**src/wps_cfg.svh**
```systemverilog
// register indices, field positions, reset values and constants of the wake register bank
`ifndef WPS_CFG_SVH
`define WPS_CFG_SVH

// ****************************************************************
// register indices (byte address is four times the index)
// ****************************************************************
`define WPS_IDX_CFG        30'h000004A0
`define WPS_IDX_STAT       30'h000004A1
`define WPS_IDX_DA_HI      30'h000004A2
`define WPS_IDX_DA_MID     30'h000004A3
`define WPS_IDX_DA_LO      30'h000004A4
`define WPS_IDX_PW0        30'h000004A5
`define WPS_IDX_PW1        30'h000004A6
`define WPS_IDX_PW2        30'h000004A7

// ****************************************************************
// wake configuration fields
// ****************************************************************
`define WPS_CFG_SFD_SEL    13
`define WPS_CFG_CRC_GATE   12
`define WPS_CFG_IND_CLR    11
`define WPS_CFG_WAKE_EN    7
`define WPS_CFG_PW_EN      5
`define WPS_CFG_RW_MASK    16'hF7FF

// ****************************************************************
// wake status fields
// ****************************************************************
`define WPS_STAT_SRC       12
`define WPS_STAT_SFD       7
`define WPS_STAT_CRC       6
`define WPS_STAT_PW        5
`define WPS_STAT_PAT       1
`define WPS_STAT_MAG       0

// ****************************************************************
// reset values and delimiter bytes
// ****************************************************************
`define WPS_CFG_RST        16'h1000
`define WPS_STAT_RST       16'h0000
`define WPS_WORD_RST       16'h0000
`define WPS_SFD_ALT        8'h5D
`define WPS_SFD_STD        8'hD5

`endif

```
**src/wps_pkg.sv**
```systemverilog
// types shared by the wake register bank modules
package wps_pkg;

	// ****************************************************************
	// types
	// ****************************************************************
	// register bus phase
	typedef enum logic {
		WPS_BUS_IDLE,
		WPS_BUS_ACK
	} wps_bus_type;

	// one register word
	typedef logic [15:0] wps_word_type;

	// six-byte address or password, byte 0 in the low bits
	typedef logic [47:0] wps_six_type;

endpackage

```
**src/wps_frame_check.sv**
```systemverilog
// per-frame classification of received packets into wake events
`include "wps_cfg.svh"

module wps_frame_check
	import wps_pkg::*;
(
	// clock and reset
	input  wire logic            clk_i,
	input  wire logic            rst_i,
	// frame summary from the receive datapath
	input  wire logic            frame_done_i,
	input  wire logic [7:0]      sfd_byte_i,
	input  wire logic            crc_ok_i,
	input  wire logic            magic_seen_i,
	input  wire logic            pattern_seen_i,
	input  wire wps_pkg::wps_six_type dest_addr_i,
	input  wire wps_pkg::wps_six_type rx_password_i,
	// configuration
	input  wire logic            sfd_sel_i,
	input  wire logic            crc_gate_i,
	input  wire logic            pw_en_i,
	input  wire wps_pkg::wps_six_type match_addr_i,
	input  wire wps_pkg::wps_six_type match_password_i,
	// one-cycle event pulses
	output logic                 evt_sfd_o,
	output logic                 evt_crc_o,
	output logic                 evt_pw_o,
	output logic                 evt_pat_o,
	output logic                 evt_mag_o
);
	import wps_pkg::*;

	logic       sfd_bad;   // delimiter byte missing
	logic       crc_bad;   // frame check sequence wrong
	logic       addr_ok;   // destination perfect match
	logic       pw_bad;    // password differs
	logic [4:0] nxt_evt;   // next event pulses
	logic [4:0] evt_ff;    // registered event pulses

	// ****************************************************************
	// classification
	// ****************************************************************
	// evaluate a finished frame
	always_comb begin
		sfd_bad = sfd_byte_i != (sfd_sel_i ? `WPS_SFD_ALT : `WPS_SFD_STD);
		crc_bad = ~crc_ok_i;
		addr_ok = dest_addr_i == match_addr_i;
		pw_bad = pw_en_i & (rx_password_i != match_password_i);
		nxt_evt = 5'h00;
		if (frame_done_i) begin
			if (sfd_bad) begin
				nxt_evt[4] = 1'b1;
			end else if (crc_bad) begin
				// bad frame check, silent when gate off
				nxt_evt[3] = crc_gate_i;
			end else if (addr_ok) begin
				nxt_evt[2] = magic_seen_i & pw_bad;
				nxt_evt[0] = magic_seen_i & ~pw_bad;
				nxt_evt[1] = pattern_seen_i;
			end
		end
	end

	// register the pulses
	always_ff @(posedge clk_i) begin
		if (rst_i) begin
			evt_ff <= 5'h00;
		end else begin
			evt_ff <= nxt_evt;
		end
	end

	assign evt_sfd_o = evt_ff[4];
	assign evt_crc_o = evt_ff[3];
	assign evt_pw_o  = evt_ff[2];
	assign evt_pat_o = evt_ff[1];
	assign evt_mag_o = evt_ff[0];

endmodule

```
**src/wps_regs.sv**
```systemverilog
// wake status, match address and password register bank on classic wishbone
`include "wps_cfg.svh"

module wps_regs
	import wps_pkg::*;
(
	// clock and reset
	input  wire logic            clk_i,
	input  wire logic            rst_i,
	// wishbone slave
	input  wire logic            wb_cyc_i,
	input  wire logic            wb_stb_i,
	input  wire logic            wb_we_i,
	input  wire logic [31:0]     wb_adr_i,
	input  wire logic [3:0]      wb_sel_i,
	input  wire logic [31:0]     wb_dat_i,
	output logic      [31:0]     wb_dat_o,
	output logic                 wb_ack_o,
	// frame summary from the receive datapath
	input  wire logic            frame_done_i,
	input  wire logic [7:0]      sfd_byte_i,
	input  wire logic            crc_ok_i,
	input  wire logic            magic_seen_i,
	input  wire logic            pattern_seen_i,
	input  wire wps_pkg::wps_six_type dest_addr_i,
	input  wire wps_pkg::wps_six_type rx_password_i,
	// other interrupt source and shared interrupt bit
	input  wire logic            polarity_event_i,
	output logic                 shared_int_o,
	// wake state for the rest of the device
	output logic                 wake_enabled_o,
	output logic                 ind_clear_o
);
	import wps_pkg::*;

	// ****************************************************************
	// functions
	// ****************************************************************
	// true when the byte address hits a register index
	function automatic logic wps_hit(input logic [31:0] adr, input logic [29:0] idx);
		wps_hit = (adr[31:2] == idx) && (adr[1:0] == 2'b00);
	endfunction

	// swap the two bytes of a word
	function automatic logic [15:0] wps_swap(input logic [15:0] w);
		wps_swap = {w[7:0], w[15:8]};
	endfunction

	// byte-lane write merge on the low two lanes
	function automatic logic [15:0] wps_merge(input logic [15:0] old,
		input logic [31:0] dat, input logic [3:0] sel);
		wps_merge = {sel[1] ? dat[15:8] : old[15:8], sel[0] ? dat[7:0] : old[7:0]};
	endfunction

	// ****************************************************************
	// declarations
	// ****************************************************************
	wps_bus_type  bus_ff;          // bus phase
	wps_bus_type  nxt_bus;         // next bus phase
	logic [31:0]  rdat_ff;         // registered read data
	logic [31:0]  nxt_rdat;        // next read data
	logic [31:0]  rd_word;         // read mux output
	logic         req;             // request present
	logic         wr_go;           // write takes effect now
	logic         rd_clr;          // status read completes now

	wps_word_type cfg_ff;          // wake configuration
	wps_word_type nxt_cfg;
	logic         ind_clr_ff;      // one-cycle level clear strobe
	logic         nxt_ind_clr;
	logic         src_ff;          // interrupt source select
	logic         nxt_src;
	logic [4:0]   flag_ff;         // sfd, crc, pw, pat, mag
	logic [4:0]   nxt_flag;
	logic [4:0]   flag_set;        // gated events this cycle
	logic [4:0]   flag_clr;        // bits that were read out
	wps_word_type da_hi_ff;        // address bytes 4 and 5
	wps_word_type da_mid_ff;       // address bytes 2 and 3
	wps_word_type da_lo_ff;        // address bytes 0 and 1
	wps_word_type pw0_ff;          // password bytes 1 and 0
	wps_word_type pw1_ff;          // password bytes 3 and 2
	wps_word_type pw2_ff;          // password bytes 5 and 4
	wps_word_type nxt_da_hi;
	wps_word_type nxt_da_mid;
	wps_word_type nxt_da_lo;
	wps_word_type nxt_pw0;
	wps_word_type nxt_pw1;
	wps_word_type nxt_pw2;
	wps_six_type  match_addr;      // address, byte 0 low
	wps_six_type  match_pw;        // password, byte 0 low
	logic         int_ff;          // shared interrupt pulse
	logic         nxt_int;
	logic         evt_sfd;         // raw frame events
	logic         evt_crc;
	logic         evt_pw;
	logic         evt_pat;
	logic         evt_mag;

	// ****************************************************************
	// wishbone slave
	// ****************************************************************
	assign req = wb_cyc_i & wb_stb_i;

	// read mux, reserved and unmapped read zero
	always_comb begin
		rd_word = 32'h00000000;
		if (wps_hit(wb_adr_i, `WPS_IDX_CFG)) begin
			rd_word[15:0] = cfg_ff & `WPS_CFG_RW_MASK;
		end else if (wps_hit(wb_adr_i, `WPS_IDX_STAT)) begin
			rd_word[`WPS_STAT_SRC] = src_ff;
			rd_word[`WPS_STAT_SFD] = flag_ff[4];
			rd_word[`WPS_STAT_CRC] = flag_ff[3];
			rd_word[`WPS_STAT_PW]  = flag_ff[2];
			rd_word[`WPS_STAT_PAT] = flag_ff[1];
			rd_word[`WPS_STAT_MAG] = flag_ff[0];
		end else if (wps_hit(wb_adr_i, `WPS_IDX_DA_HI)) begin
			rd_word[15:0] = da_hi_ff;
		end else if (wps_hit(wb_adr_i, `WPS_IDX_DA_MID)) begin
			rd_word[15:0] = da_mid_ff;
		end else if (wps_hit(wb_adr_i, `WPS_IDX_DA_LO)) begin
			rd_word[15:0] = da_lo_ff;
		end else if (wps_hit(wb_adr_i, `WPS_IDX_PW0)) begin
			rd_word[15:0] = pw0_ff;
		end else if (wps_hit(wb_adr_i, `WPS_IDX_PW1)) begin
			rd_word[15:0] = pw1_ff;
		end else if (wps_hit(wb_adr_i, `WPS_IDX_PW2)) begin
			rd_word[15:0] = pw2_ff;
		end
	end

	// bus phase: take in idle, answer one cycle later
	always_comb begin
		nxt_bus  = bus_ff;
		nxt_rdat = rdat_ff;
		wr_go    = 1'b0;
		rd_clr   = 1'b0;
		case (bus_ff)
			WPS_BUS_IDLE: begin
				// capture read data with the request
				if (req) begin
					nxt_bus  = WPS_BUS_ACK;
					nxt_rdat = wb_we_i ? 32'h00000000 : rd_word;
				end
			end
			WPS_BUS_ACK: begin
				// ack edge: write lands, read clears
				nxt_bus = WPS_BUS_IDLE;
				wr_go   = req & wb_we_i;
				rd_clr  = req & ~wb_we_i & wps_hit(wb_adr_i, `WPS_IDX_STAT);
			end
			default: begin
				nxt_bus = WPS_BUS_IDLE;
			end
		endcase
	end

	// bus state registers
	always_ff @(posedge clk_i) begin
		if (rst_i) begin
			bus_ff  <= WPS_BUS_IDLE;
			rdat_ff <= 32'h00000000;
		end else begin
			bus_ff  <= nxt_bus;
			rdat_ff <= nxt_rdat;
		end
	end

	assign wb_ack_o = (bus_ff == WPS_BUS_ACK) & req;
	assign wb_dat_o = rdat_ff;

	// ****************************************************************
	// configuration, address and password words
	// ****************************************************************
	// next values of the plain read-write words
	always_comb begin
		nxt_cfg     = cfg_ff;
		nxt_ind_clr = 1'b0;
		nxt_da_hi   = da_hi_ff;
		nxt_da_mid  = da_mid_ff;
		nxt_da_lo   = da_lo_ff;
		nxt_pw0     = pw0_ff;
		nxt_pw1     = pw1_ff;
		nxt_pw2     = pw2_ff;
		if (wr_go) begin
			// wake configuration, clear bit self-clears
			if (wps_hit(wb_adr_i, `WPS_IDX_CFG)) begin
				nxt_cfg     = wps_merge(cfg_ff, wb_dat_i, wb_sel_i) & `WPS_CFG_RW_MASK;
				nxt_ind_clr = wb_sel_i[1] & wb_dat_i[`WPS_CFG_IND_CLR];
			end
			if (wps_hit(wb_adr_i, `WPS_IDX_DA_HI)) begin
				nxt_da_hi = wps_merge(da_hi_ff, wb_dat_i, wb_sel_i);
			end
			if (wps_hit(wb_adr_i, `WPS_IDX_DA_MID)) begin
				nxt_da_mid = wps_merge(da_mid_ff, wb_dat_i, wb_sel_i);
			end
			if (wps_hit(wb_adr_i, `WPS_IDX_DA_LO)) begin
				nxt_da_lo = wps_merge(da_lo_ff, wb_dat_i, wb_sel_i);
			end
			if (wps_hit(wb_adr_i, `WPS_IDX_PW0)) begin
				nxt_pw0 = wps_merge(pw0_ff, wb_dat_i, wb_sel_i);
			end
			if (wps_hit(wb_adr_i, `WPS_IDX_PW1)) begin
				nxt_pw1 = wps_merge(pw1_ff, wb_dat_i, wb_sel_i);
			end
			if (wps_hit(wb_adr_i, `WPS_IDX_PW2)) begin
				nxt_pw2 = wps_merge(pw2_ff, wb_dat_i, wb_sel_i);
			end
		end
	end

	// word registers
	always_ff @(posedge clk_i) begin
		if (rst_i) begin
			cfg_ff     <= `WPS_CFG_RST;
			ind_clr_ff <= 1'b0;
			da_hi_ff   <= `WPS_WORD_RST;
			da_mid_ff  <= `WPS_WORD_RST;
			da_lo_ff   <= `WPS_WORD_RST;
			pw0_ff     <= `WPS_WORD_RST;
			pw1_ff     <= `WPS_WORD_RST;
			pw2_ff     <= `WPS_WORD_RST;
		end else begin
			cfg_ff     <= nxt_cfg;
			ind_clr_ff <= nxt_ind_clr;
			da_hi_ff   <= nxt_da_hi;
			da_mid_ff  <= nxt_da_mid;
			da_lo_ff   <= nxt_da_lo;
			pw0_ff     <= nxt_pw0;
			pw1_ff     <= nxt_pw1;
			pw2_ff     <= nxt_pw2;
		end
	end

	// address bytes packed byte 0 lowest, halves swapped
	assign match_addr = {wps_swap(da_hi_ff), wps_swap(da_mid_ff), wps_swap(da_lo_ff)};
	// password bytes already low byte first
	assign match_pw   = {pw2_ff, pw1_ff, pw0_ff};

	assign wake_enabled_o = cfg_ff[`WPS_CFG_WAKE_EN];
	assign ind_clear_o    = ind_clr_ff;

	// ****************************************************************
	// frame classification
	// ****************************************************************
	wps_frame_check u_check (
		.clk_i            (clk_i),
		.rst_i            (rst_i),
		.frame_done_i     (frame_done_i),
		.sfd_byte_i       (sfd_byte_i),
		.crc_ok_i         (crc_ok_i),
		.magic_seen_i     (magic_seen_i),
		.pattern_seen_i   (pattern_seen_i),
		.dest_addr_i      (dest_addr_i),
		.rx_password_i    (rx_password_i),
		.sfd_sel_i        (cfg_ff[`WPS_CFG_SFD_SEL]),
		.crc_gate_i       (cfg_ff[`WPS_CFG_CRC_GATE]),
		.pw_en_i          (cfg_ff[`WPS_CFG_PW_EN]),
		.match_addr_i     (match_addr),
		.match_password_i (match_pw),
		.evt_sfd_o        (evt_sfd),
		.evt_crc_o        (evt_crc),
		.evt_pw_o         (evt_pw),
		.evt_pat_o        (evt_pat),
		.evt_mag_o        (evt_mag)
	);

	// ****************************************************************
	// status flags and interrupt source
	// ****************************************************************
	// sticky flags with read-clear and source select
	always_comb begin
		// events count only while wake is enabled
		flag_set = cfg_ff[`WPS_CFG_WAKE_EN] ?
			{evt_sfd, evt_crc, evt_pw, evt_pat, evt_mag} : 5'h00;
		// only bits returned by the read are cleared
		flag_clr = rd_clr ? {rdat_ff[`WPS_STAT_SFD], rdat_ff[`WPS_STAT_CRC],
			rdat_ff[`WPS_STAT_PW], rdat_ff[`WPS_STAT_PAT], rdat_ff[`WPS_STAT_MAG]} : 5'h00;
		// latch and read-clear, set beats clear
		// same latch for bad frame check
		// a coinciding event survives the read
		nxt_flag = (flag_ff & ~flag_clr) | flag_set;
		nxt_src  = src_ff;
		// software write of the source select
		if (wr_go && wps_hit(wb_adr_i, `WPS_IDX_STAT) && wb_sel_i[1]) begin
			nxt_src = wb_dat_i[`WPS_STAT_SRC];
		end
		if (~cfg_ff[`WPS_CFG_WAKE_EN] & nxt_cfg[`WPS_CFG_WAKE_EN]) begin
			nxt_src = 1'b1;
		end
		// route wake or polarity event to shared bit
		nxt_int = src_ff ? (|flag_set) : polarity_event_i;
	end

	// flag registers
	always_ff @(posedge clk_i) begin
		if (rst_i) begin
			// all status bits reset to zero
			flag_ff <= 5'h00;
			src_ff  <= 1'b0;
			int_ff  <= 1'b0;
		end else begin
			flag_ff <= nxt_flag;
			src_ff  <= nxt_src;
			int_ff  <= nxt_int;
		end
	end

	assign shared_int_o = int_ff;

endmodule

```
**config.mk**
```make
export PLATFORM = sky130hd
export DESIGN_NAME = wps_regs
export DESIGN_NICKNAME = d
export VERILOG_FILES = /design/src/wps_pkg.sv /design/src/wps_frame_check.sv /design/src/wps_regs.sv
export VERILOG_INCLUDE_DIRS = /design/src
export SDC_FILE = /design/constraint.sdc
export NUM_CORES = 1
export LEC_CHECK = 0
export BUFFER_PORTS_ARGS = -buffer_cell sky130_fd_sc_hd__buf_4
export CAP_MARGIN = 40
export CORE_MARGIN = 8
export CORE_UTILIZATION = 45
export DETAILED_ROUTE_END_ITERATION = 6
export PLACE_DENSITY = 0.7
export SYNTH_ARGS = -nofsm -noshare
export SYNTH_HDL_FRONTEND = slang
export SYNTH_SLANG_ARGS = --single-unit
```
**constraint.sdc**
```tcl
create_clock -name clk_i -period 2.7 [get_ports clk_i]
set_input_delay 0.54 -clock clk_i [delete_from_list [all_inputs] [get_ports clk_i]]
set_output_delay 0.54 -clock clk_i [all_outputs]
set_load 0.02 [all_outputs]
```
==> out/results.ini, run 1 <==
[drt]
drt_wl_total_mm=26.7
drt_iter0_drc=646
routedWlPerCell_um=21.6
drc=0
dr_total_vias=6899
firstDrtPassIters=5
via_per_inst=5.56
final_antenna_net_count=0

[timing]
fmax_ghz=0.438
drv_slew=0
worst_slew_pin_slew_ns=0.634
final.period_utilization_pct=84.6
fin_skew_ns=0.00691
fin_hold_ws_ns=0.369
rsz0062_at_grt=no
period_minus_slack_ns=2.28
slew_headroom_pct=57.4
finalSetupViolCount=0
hold_viol_final=0

[floorplan]
start_util_pct=45.6
die_h_um=148
die_w_um=148
fp-row-count=48
die-area_mm2=0.0219
io_pins=218
coreArea_mm2=0.0172

[synth]
ys_seq_elements=141
syn-instance-count=820
ys_types=52
yosysSeqAreaShare_pct=36.1
ys_warn_count=0
avgSynthCellArea_um2=9.54
syn-cell-area_mm2=0.00783
synth_top_area_share_pct=36.1
yosysTopAreaCell=dfxtp_1
synth-main-ff-cell=dfxtp_1
synth-edff-count=0
synth_top_cells_by_area=dfxtp_1, mux2i_1, xor2_1
ys_async_sr_fraction_pct=0

[global_routing]
grt.total_usage_pct=24.2
grt_pass1_vias=7048
grt_start_max_net_pins=60
grt_pass1_wl_mm=40.4
antenna_found_initial=0
grt-ovfl-total=0

[power_and_ir_drop]
max-vdd-ir-drop_mv=0.476
power_density_mw_per_mm2=494
p_leak_nw=4.55

[job]
maxCapViolCount=0

[critical_path]
critical_path.max_fanout=10
critical_path.endpoint_type=register
arrival_ns=2.64
critical_path_class=in -> reg
required_ns=3.05
critPathLaunchType=primary input

[cells_and_area]
antenna_cells=0
nNetsFinal=1184
final_area_mm2=0.0100
layout-drive-gt1-share_pct=27.8
syn2layout_area_growth_pct=27.8

[cts]
cts_buffers=17
h-tree-depth=4
ctsResizeCount=0
postCtsSetupRepairBufs=0
cts_hold_buf=0
cts_num_sinks=141
cts_tree=built
clk_latency_ns=0.44
clockBufferDepth=2
clk_pin_slew_ns=0.06
cts_root_buf=clkbuf_16

[outcome]
status=finished clean

[place]
port_buffers=183
routabilityCongestion=0.934
dpl.hpwl_mm=20.8
dpl_cell_area_mm2=0.00942

[worst_hold_path]
hp-class=in -> reg

-- logic make-up after synthesis --
group | count (synthesis) | share of synthesized area (%)
XOR/XNOR | 93 | 10.4
AO/OA/AOI/OAI | 91 | 7.48
multiplexers | 150 | 20.3
buffers and inverters | 69 | 4.65
AND/OR/NAND/NOR | 275 | 21.1
other | 1 | 0.0479
flip-flops | 141 | 36.1
-- Yosys cell counts, types with 6 or more instances --
master / count
buf_4: 18
o22ai_1: 8
dfxtp_1: 141
nor3_1: 9
buf_2: 12
nand2_1: 31
or4_1: 7
a21oi_1: 33
clkbuf_1: 26
nor2_1: 59
mux2_2: 17
nor4_1: 24
nand4_2: 6
o21ai_0: 11
xnor2_1: 26
nand4_1: 15
mux2i_1: 128
xor2_1: 67
inv_1: 7
nand2b_1: 86
o211ai_1: 6
-- routing by layer --
layer / routed length (um) / vias up / track usage [%]
li1: - / 3245 / -
met4: 971 / 0 / 10.8
met1: 11500 / 3262 / 31.2
met5: 0 / - / 0
met3: 2130 / 57 / 5.75
met2: 12200 / 335 / 37.7
-- worst paths after layout --
check / start / end / slack, ns / cells past startpoint
worst max register to register: da_hi_ff[13] / u_check.evt_ff[2] / 0.60 / 5
worst min register to register: wb_dat_o[12] / wb_dat_o[12] / 0.45 / 2
worst min-delay path: pattern_seen_i / u_check.evt_ff[1] / 0.37 / 3
worst max-delay path: wb_adr_i[23] / pw0_ff[13] / 0.42 / 7
-- critical path: stages --
cell	delay (ns)
buf_4	0.11
nor4_1	0.32
nand4_1	0.21
buf_4	0.25
nor2_2	0.39
nand4_2	0.52
mux2i_1	0.29
-- power breakdown --
group          internal [mW]  switching [mW]  total, mW
Clock                   1.39           0.918       2.31
Combinational          0.259           0.287      0.546
Sequential              2.08         0.00115       2.08
-- cell usage in the layout, fill, tap and decap left out, drive strengths merged, types with 6 or more instances in the layout --
master  instances
buf           210
dfxtp         141
mux2i         128
nand2b         86
xor2           67
nor2           60
a21oi          33
nand2          31
nor4           30
xnor2          26
nand4          21
clkbuf         20
mux2           17
conb           16
o21ai          11
nor3            9
o22ai           8
or4             8
inv             7
o211ai          6
clkinv          6
nand3           6
-- flip-flops by register name, summed over array words and instances, names as in the netlist --
register	flops
shared_int_o	1
da_lo_ff	16
flag_ff	5
pw0_ff	16
ind_clear_o	1
da_mid_ff	16
wb_dat_o	16
src_ff	1
u_check.evt_ff	5
cfg_ff	15
bus_ff	1
pw2_ff	16
da_hi_ff	16
pw1_ff	16
-- per-stage QoR --
stage | utilization, % | TNS (ns) | power, mW | cells | worst slack (ns)
2_1_floorplan | - | 0 | 2.37 | 835 | 0.577
3_3_place_gp | 54.9 | 0 | 2.67 | 1208 | 0.0639
3_5_place_dp | 54.9 | -0.168 | 2.67 | 1208 | -0.0178
4_1_cts | 58.2 | 0 | 4.94 | 1240 | 0.420
5_1_grt | 58.2 | 0 | 5.07 | 1240 | 0.233
6_report | 58.2 | 0 | 4.94 | 1240 | 0.416
-- cell type report --
class | count | area (um^2)
Clock buffer | 20 | 457
Clock inverter | 12 | 120
Fill cell | 1549 | 7180
Inverter | 7 | 26.3
Multi-Input combinational cell | 625 | 4700
Sequential cell | 141 | 2820
Tap cell | 225 | 282
Timing Repair Buffer | 210 | 1590
(Power assumes the default switching activity.)
==> inputs of run 2 (changes only) <==
Settings changed: PLACE_DENSITY 0.7 to 0.73.
Clock period 2.7 ns to 2.1 ns, I/O delays scaled along.
==> run 2 against run 1 <==
Effect of this change:
- first-iteration DRC count up 2.0%
- worst setup slack worse by 0.27 ns
- non-clock buffer count up 28
- sequential share of layout area down 0.95 points
- final cell count up 2.3%
- cell area up 3.5%
- register-to-register slack worse by 0.45 ns
- flip-flop and latch count unchanged
- wire length up 1.3%
- critical path type is now reg -> reg
- largest cell class unchanged
- largest power group unchanged
==> out/results.ini, run 2 (synthesized netlist as in run 1, its figures left out) <==
[cts]
postCtsSetupRepairBufs=0  ; unchanged
ctsResizeCount=0  ; unchanged
clk_pin_slew_ns=0.06  ; about the same
cts_hold_buf=0  ; unchanged
cts_tree=built
cts_root_buf=clkbuf_16
cts_num_sinks=141  ; unchanged
clockBufferDepth=2  ; unchanged
cts_buffers=17  ; unchanged
clk_latency_ns=0.42  ; -0.02 ns
h-tree-depth=4  ; unchanged

[timing]
fin_tns_setup_ns=0  ; unchanged
worst_slew_pin_slew_ns=0.617  ; -0.0168 ns
final.period_utilization_pct=92.8
setup_slack_ns=0.151  ; -0.265 ns
fin_hold_ws_ns=0.269  ; -0.100 ns
rsz0062_at_grt=no
finalSetupViolCount=0  ; unchanged
fmax_ghz=0.513
fin_skew_ns=0.00597  ; -0.000942 ns
period_minus_slack_ns=1.95
slew_headroom_pct=58.9  ; +1.5 points
hold_viol_final=0  ; unchanged
drv_slew=0  ; unchanged

[global_routing]
grt.total_usage_pct=24.2  ; -0.028 points
grt_start_max_net_pins=76  ; +27%
grt-ovfl-total=0  ; unchanged
grt_pass1_vias=7177  ; +1.8%
grt_pass1_wl_mm=40.3  ; -0.21%
antenna_found_initial=0  ; unchanged

[drt]
drt_wl_total_mm=27.1  ; +1.3%
drc=0  ; unchanged
drt_iter0_drc=659  ; +2.0%
final_antenna_net_count=0  ; unchanged
via_per_inst=5.60  ; +0.64%
dr_total_vias=7100  ; +2.9%
routedWlPerCell_um=21.4  ; -0.91%
firstDrtPassIters=5  ; unchanged

[floorplan]
coreArea_mm2=0.0172  ; unchanged
die_h_um=148  ; unchanged
io_pins=218  ; unchanged
die-area_mm2=0.0219  ; unchanged
die_w_um=148  ; unchanged
start_util_pct=45.6  ; unchanged
fp-row-count=48  ; unchanged

[critical_path]
cp.buffers_inverters=1  ; -1
critical_path_class=reg -> reg
critical_path.endpoint_type=register
required_ns=2.43  ; -0.62 ns
arrival_ns=2.28  ; -0.36 ns
cp_cell_sequence=xor2_1 > nor4_1 > buf_4 > nand4_1 > or4_1 > nor3_1
critPathLaunchType=register
critPathTopFamily=simple AND/OR/NAND/NOR gates
crit_path_max_incr_delay_ns=0.56  ; +0.04 ns
critical_path.max_fanout=3  ; -7
slowest_stage=or4_1

[outcome]
status=finished clean

[cells_and_area]
multi_input_area_mm2=0.00470  ; unchanged
final-seq-area_mm2=0.00282  ; unchanged
nNetsFinal=1212  ; +2.4%
antenna_cells=0  ; unchanged
fin_util_pct=60.2  ; +2.0 points
layout-drive-gt1-share_pct=29.5  ; +1.7 points
layout_commonest_cell=buf_4
final_cell_mix=buf_4, dfxtp_1, mux2i_1, nand2b_1, xor2_1
final_area_mm2=0.0103  ; +3.5%
fill_cells=1514  ; -2.3%
syn2layout_area_growth_pct=32.2
layoutNonFillerInstCount=1268  ; +2.3%

[job]
maxCapViolCount=0  ; unchanged

[place]
dpl_cell_area_mm2=0.00978  ; +3.8%
port_buffers=183  ; unchanged
routabilityCongestion=0.907  ; -2.8%
dp.cells=1236  ; +2.3%
dpl.hpwl_mm=21.3  ; +2.3%
place_ws_ns=-0.205  ; -0.187 ns

[power_and_ir_drop]
power_density_mw_per_mm2=609  ; +23%
power_mw=6.30  ; +27%
p_leak_nw=4.75  ; +4.5%
max-vdd-ir-drop_mv=0.505  ; +5.9%

[worst_hold_path]
hp-class=in -> reg

==> run 2: cell count changes in the layout (fill, tap and decap cells not counted) <==
cell,change
buf_12,+12
buf_4,+16
bufinv_16,-1
clkbuf_1,+2
clkbuf_8,+3
clkinvlp_4,-4
==> run 2: report_power, final <==
part | switching, mW | internal (mW)
Combinational | 0.374 | 0.353
Clock | 1.12 | 1.77
Sequential | 0.00147 | 2.68
==> run 2: final timing paths <==
| check | endpoint | slack (ns) | startpoint | cells past startpoint |
|---|---|---|---|---|
| max reg2reg | u_check.evt_ff[2] | 0.15 | da_lo_ff[8] | 6 |
| min | u_check.evt_ff[1] | 0.27 | pattern_seen_i | 3 |
| min reg2reg | wb_dat_o[12] | 0.46 | wb_dat_o[12] | 2 |
| max | u_check.evt_ff[2] | 0.15 | da_lo_ff[8] | 6 |
==> run 2: tightest hold or removal path, cell delays in order <==
cell and delay (ns):
buf_4 0.12, nand3_1 0.06, nor3_1 0.04
==> run 2: layout make-up <==
type | instances | share of cell area [%]
Clock buffer | 25 | 4.89
Clock inverter | 7 | 0.580
Inverter | 7 | 0.254
Multi-Input combinational cell | 625 | 45.4
Sequential cell | 141 | 27.3
Tap cell | 225 | 2.72
Timing Repair Buffer | 238 | 18.8
==> run 2: layer usage <==
layer  routed length (um)  up-vias  GRT usage, %
li1                     -     3314             -
met1                10900     3375          29.8
met2                12900      370          39.4
met3                 2590       41          7.28
met4                  675        0          8.11
met5                    0        -             0
==> inputs of run 3 (changes only) <==
--- a/constraint.sdc
+++ b/constraint.sdc
@@ -3,2 +3,2 @@
 set_output_delay 0.42 -clock clk_i [all_outputs]
-set_load 0.02 [all_outputs]
+set_load 0.05 [all_outputs]
==> run 3 against run 2 <==
Effect of this change:
- die area unchanged
- power grew 1.1%
- flip-flop and latch count unchanged
- non-clock buffer count grew 1
- hold slack got worse by 0.020 ns
- register-to-register slack worse by 0.03 ns
- wire length up 1.8%
- critical endpoint unchanged
- largest power group unchanged
==> out/results.ini, run 3 (synthesized netlist as in run 1, its figures left out) <==
[cells_and_area]
layout_commonest_cell=buf_4
layout-drive-gt1-share_pct=29.5  ; about the same
nNetsFinal=1213  ; +0.083%
antenna_cells=0  ; unchanged
layoutNonFillerInstCount=1269  ; +0.079%
fill_cells=1535  ; +1.4%
final_cell_mix=buf_4, dfxtp_1, mux2i_1, nand2b_1, xor2_1
syn2layout_area_growth_pct=32.5

[critical_path]
arrival_ns=2.32  ; +0.04 ns
critPathLaunchType=register
critical_path_class=reg -> reg
endpoint=u_check.evt_ff[2]
worstReg2RegStart=da_lo_ff[8]
rrSetupSlack_ns=0.12  ; -0.03 ns
critical_path.max_fanout=3  ; unchanged
critical_path.endpoint_type=register
required_ns=2.44  ; about the same
cp-startpoint=da_lo_ff[8]
r2r_cells=6  ; unchanged
reg2reg_to=u_check.evt_ff[2]

[floorplan]
die_h_um=148  ; unchanged
io_pins=218  ; unchanged
die_w_um=148  ; unchanged
start_util_pct=45.6  ; unchanged
fp-row-count=48  ; unchanged
coreArea_mm2=0.0172  ; unchanged
die-area_mm2=0.0219  ; unchanged

[cts]
clockBufferDepth=2  ; unchanged
cts_num_sinks=141  ; unchanged
h-tree-depth=4  ; unchanged
cts_root_buf=clkbuf_16
cts_buffers=17  ; unchanged
clk_latency_ns=0.43  ; about the same
cts_hold_buf=0  ; unchanged
cts_tree=built
clk_pin_slew_ns=0.06  ; about the same
postCtsSetupRepairBufs=0  ; unchanged
ctsResizeCount=0  ; unchanged

[place]
place_ws_ns=-0.235  ; -0.0303 ns
port_buffers=183  ; unchanged
dpl.hpwl_mm=21.6  ; +1.5%
dp.cells=1237  ; +0.081%
routabilityCongestion=0.944  ; +4.0%

[drt]
final_antenna_net_count=0  ; unchanged
drt_wl_total_mm=27.6  ; +1.8%
firstDrtPassIters=5  ; unchanged
routedWlPerCell_um=21.7  ; +1.8%
via_per_inst=5.60  ; about the same
drc=0  ; unchanged
dr_total_vias=7103  ; +0.042%
drt_iter0_drc=582  ; -12%

[timing]
final.period_utilization_pct=94.3  ; +1.4 points
fin_skew_ns=0.00687  ; +0.000901 ns
setup_slack_ns=0.120  ; -0.0303 ns
period_minus_slack_ns=1.98  ; +0.0303 ns
fmax_ghz=0.505  ; -1.5%
fin_hold_ws_ns=0.249  ; -0.0196 ns
finalSetupViolCount=0  ; unchanged
hold_viol_final=0  ; unchanged
drv_slew=0  ; unchanged
rsz0062_at_grt=no

[power_and_ir_drop]
switching_power_mw=1.56  ; +4.3%
p_comb_share_pct=12.1  ; +0.6 points
p_leak_nw=4.76  ; about the same
clockPowerShare_pct=45.8  ; about the same
max-vdd-ir-drop_mv=0.643  ; +28%
p_int_mw=4.81  ; +0.12%
switching_share_pct=24.5  ; +0.75 points
p_seq_share_pct=42.1  ; -0.4 points
power_density_mw_per_mm2=614  ; +0.91%

[worst_hold_path]
hp-class=in -> reg

[global_routing]
grt_pass1_vias=7226  ; +0.68%
grt-ovfl-total=0  ; unchanged
grt.total_usage_pct=24.9  ; +0.75 points
antenna_found_initial=1  ; +1
grt_start_max_net_pins=57  ; -25%
grt_pass1_wl_mm=41.4  ; +2.8%

[job]
maxCapViolCount=0  ; unchanged

[outcome]
status=finished clean

## run 3: changes by cell type in the layout (fill, tap and decap cells not counted), sizes merged
cell and change:
clkinv -2, buf +1, clkbuf +1, clkinvlp +1
## run 3: worst min path at each step
| stage | to | from | depth (start not counted) | slack [ns] |
|---|---|---|---|---|
| final | u_check.evt_ff[1] | pattern_seen_i | 3 | 0.25 |
| after global placement | wb_dat_o[12] | wb_dat_o[12] | 2 | 0.43 |
| after global routing | pw1_ff[11] | wb_dat_i[11] | 3 | 0.26 |
| after detailed placement | wb_dat_o[14] | wb_dat_o[14] | 2 | 0.45 |
| after floorplan | u_check.evt_ff[2] | cfg_ff[5] | 2 | 0.45 |
| after CTS | u_check.evt_ff[1] | pattern_seen_i | 3 | 0.24 |
## run 3: worst max-delay path, cell delays in order (launching register included)
cell	delay, ns
dfxtp_1	0.33
xor2_1	0.20
nor4_1	0.28
buf_4	0.16
nand4_1	0.12
or4_1	0.57
nor3_1	0.23
## run 3: final cells by class
| type | instances | area, um^2 | area share (%) |
|---|---|---|---|
| Multi-Input combinational cell | 625 | 4700 | 45.3 |
| Timing Repair Buffer | 239 | 1970 | 19.0 |
| Inverter | 7 | 26.3 | 0.253 |
| Sequential cell | 141 | 2820 | 27.2 |
| Clock buffer | 26 | 509 | 4.91 |
| Clock inverter | 6 | 57.6 | 0.555 |
| Tap cell | 225 | 282 | 2.72 |
## run 3: per-stage QoR
| stage | power, mW | instance area, um^2 | utilization [%] | TNS (ns) |
|---|---|---|---|---|
| floorplan | 3.09 | 7880 | - | 0 |
| global placement | 3.49 | 9800 | 57.1 | -11.49 |
| detailed placement | 3.50 | 9800 | 57.1 | -14.91 |
| CTS | 6.37 | 10400 | 60.4 | 0 |
| global route | 6.56 | 10400 | 60.4 | 0 |
| finish | 6.37 | 10400 | 60.4 | 0 |
## run 3: layer usage
layer	GRT usage (%)	part of all wire, %
met1	31.6	42
met2	40.6	47
met3	5.75	8.5
met4	9.03	3.1
met5	0	0.054
## run 3: power groups by stage
stage          Combinational (mW)  Sequential [mW]  Clock [mW]
2_1_floorplan               0.349             2.74           0
5_1_grt                     0.807             2.68        3.07
3_5_place_dp                0.758             2.74           0
6_report                    0.771             2.68        2.92
4_1_cts                     0.761             2.68        2.93
3_3_place_gp                0.755             2.74           0
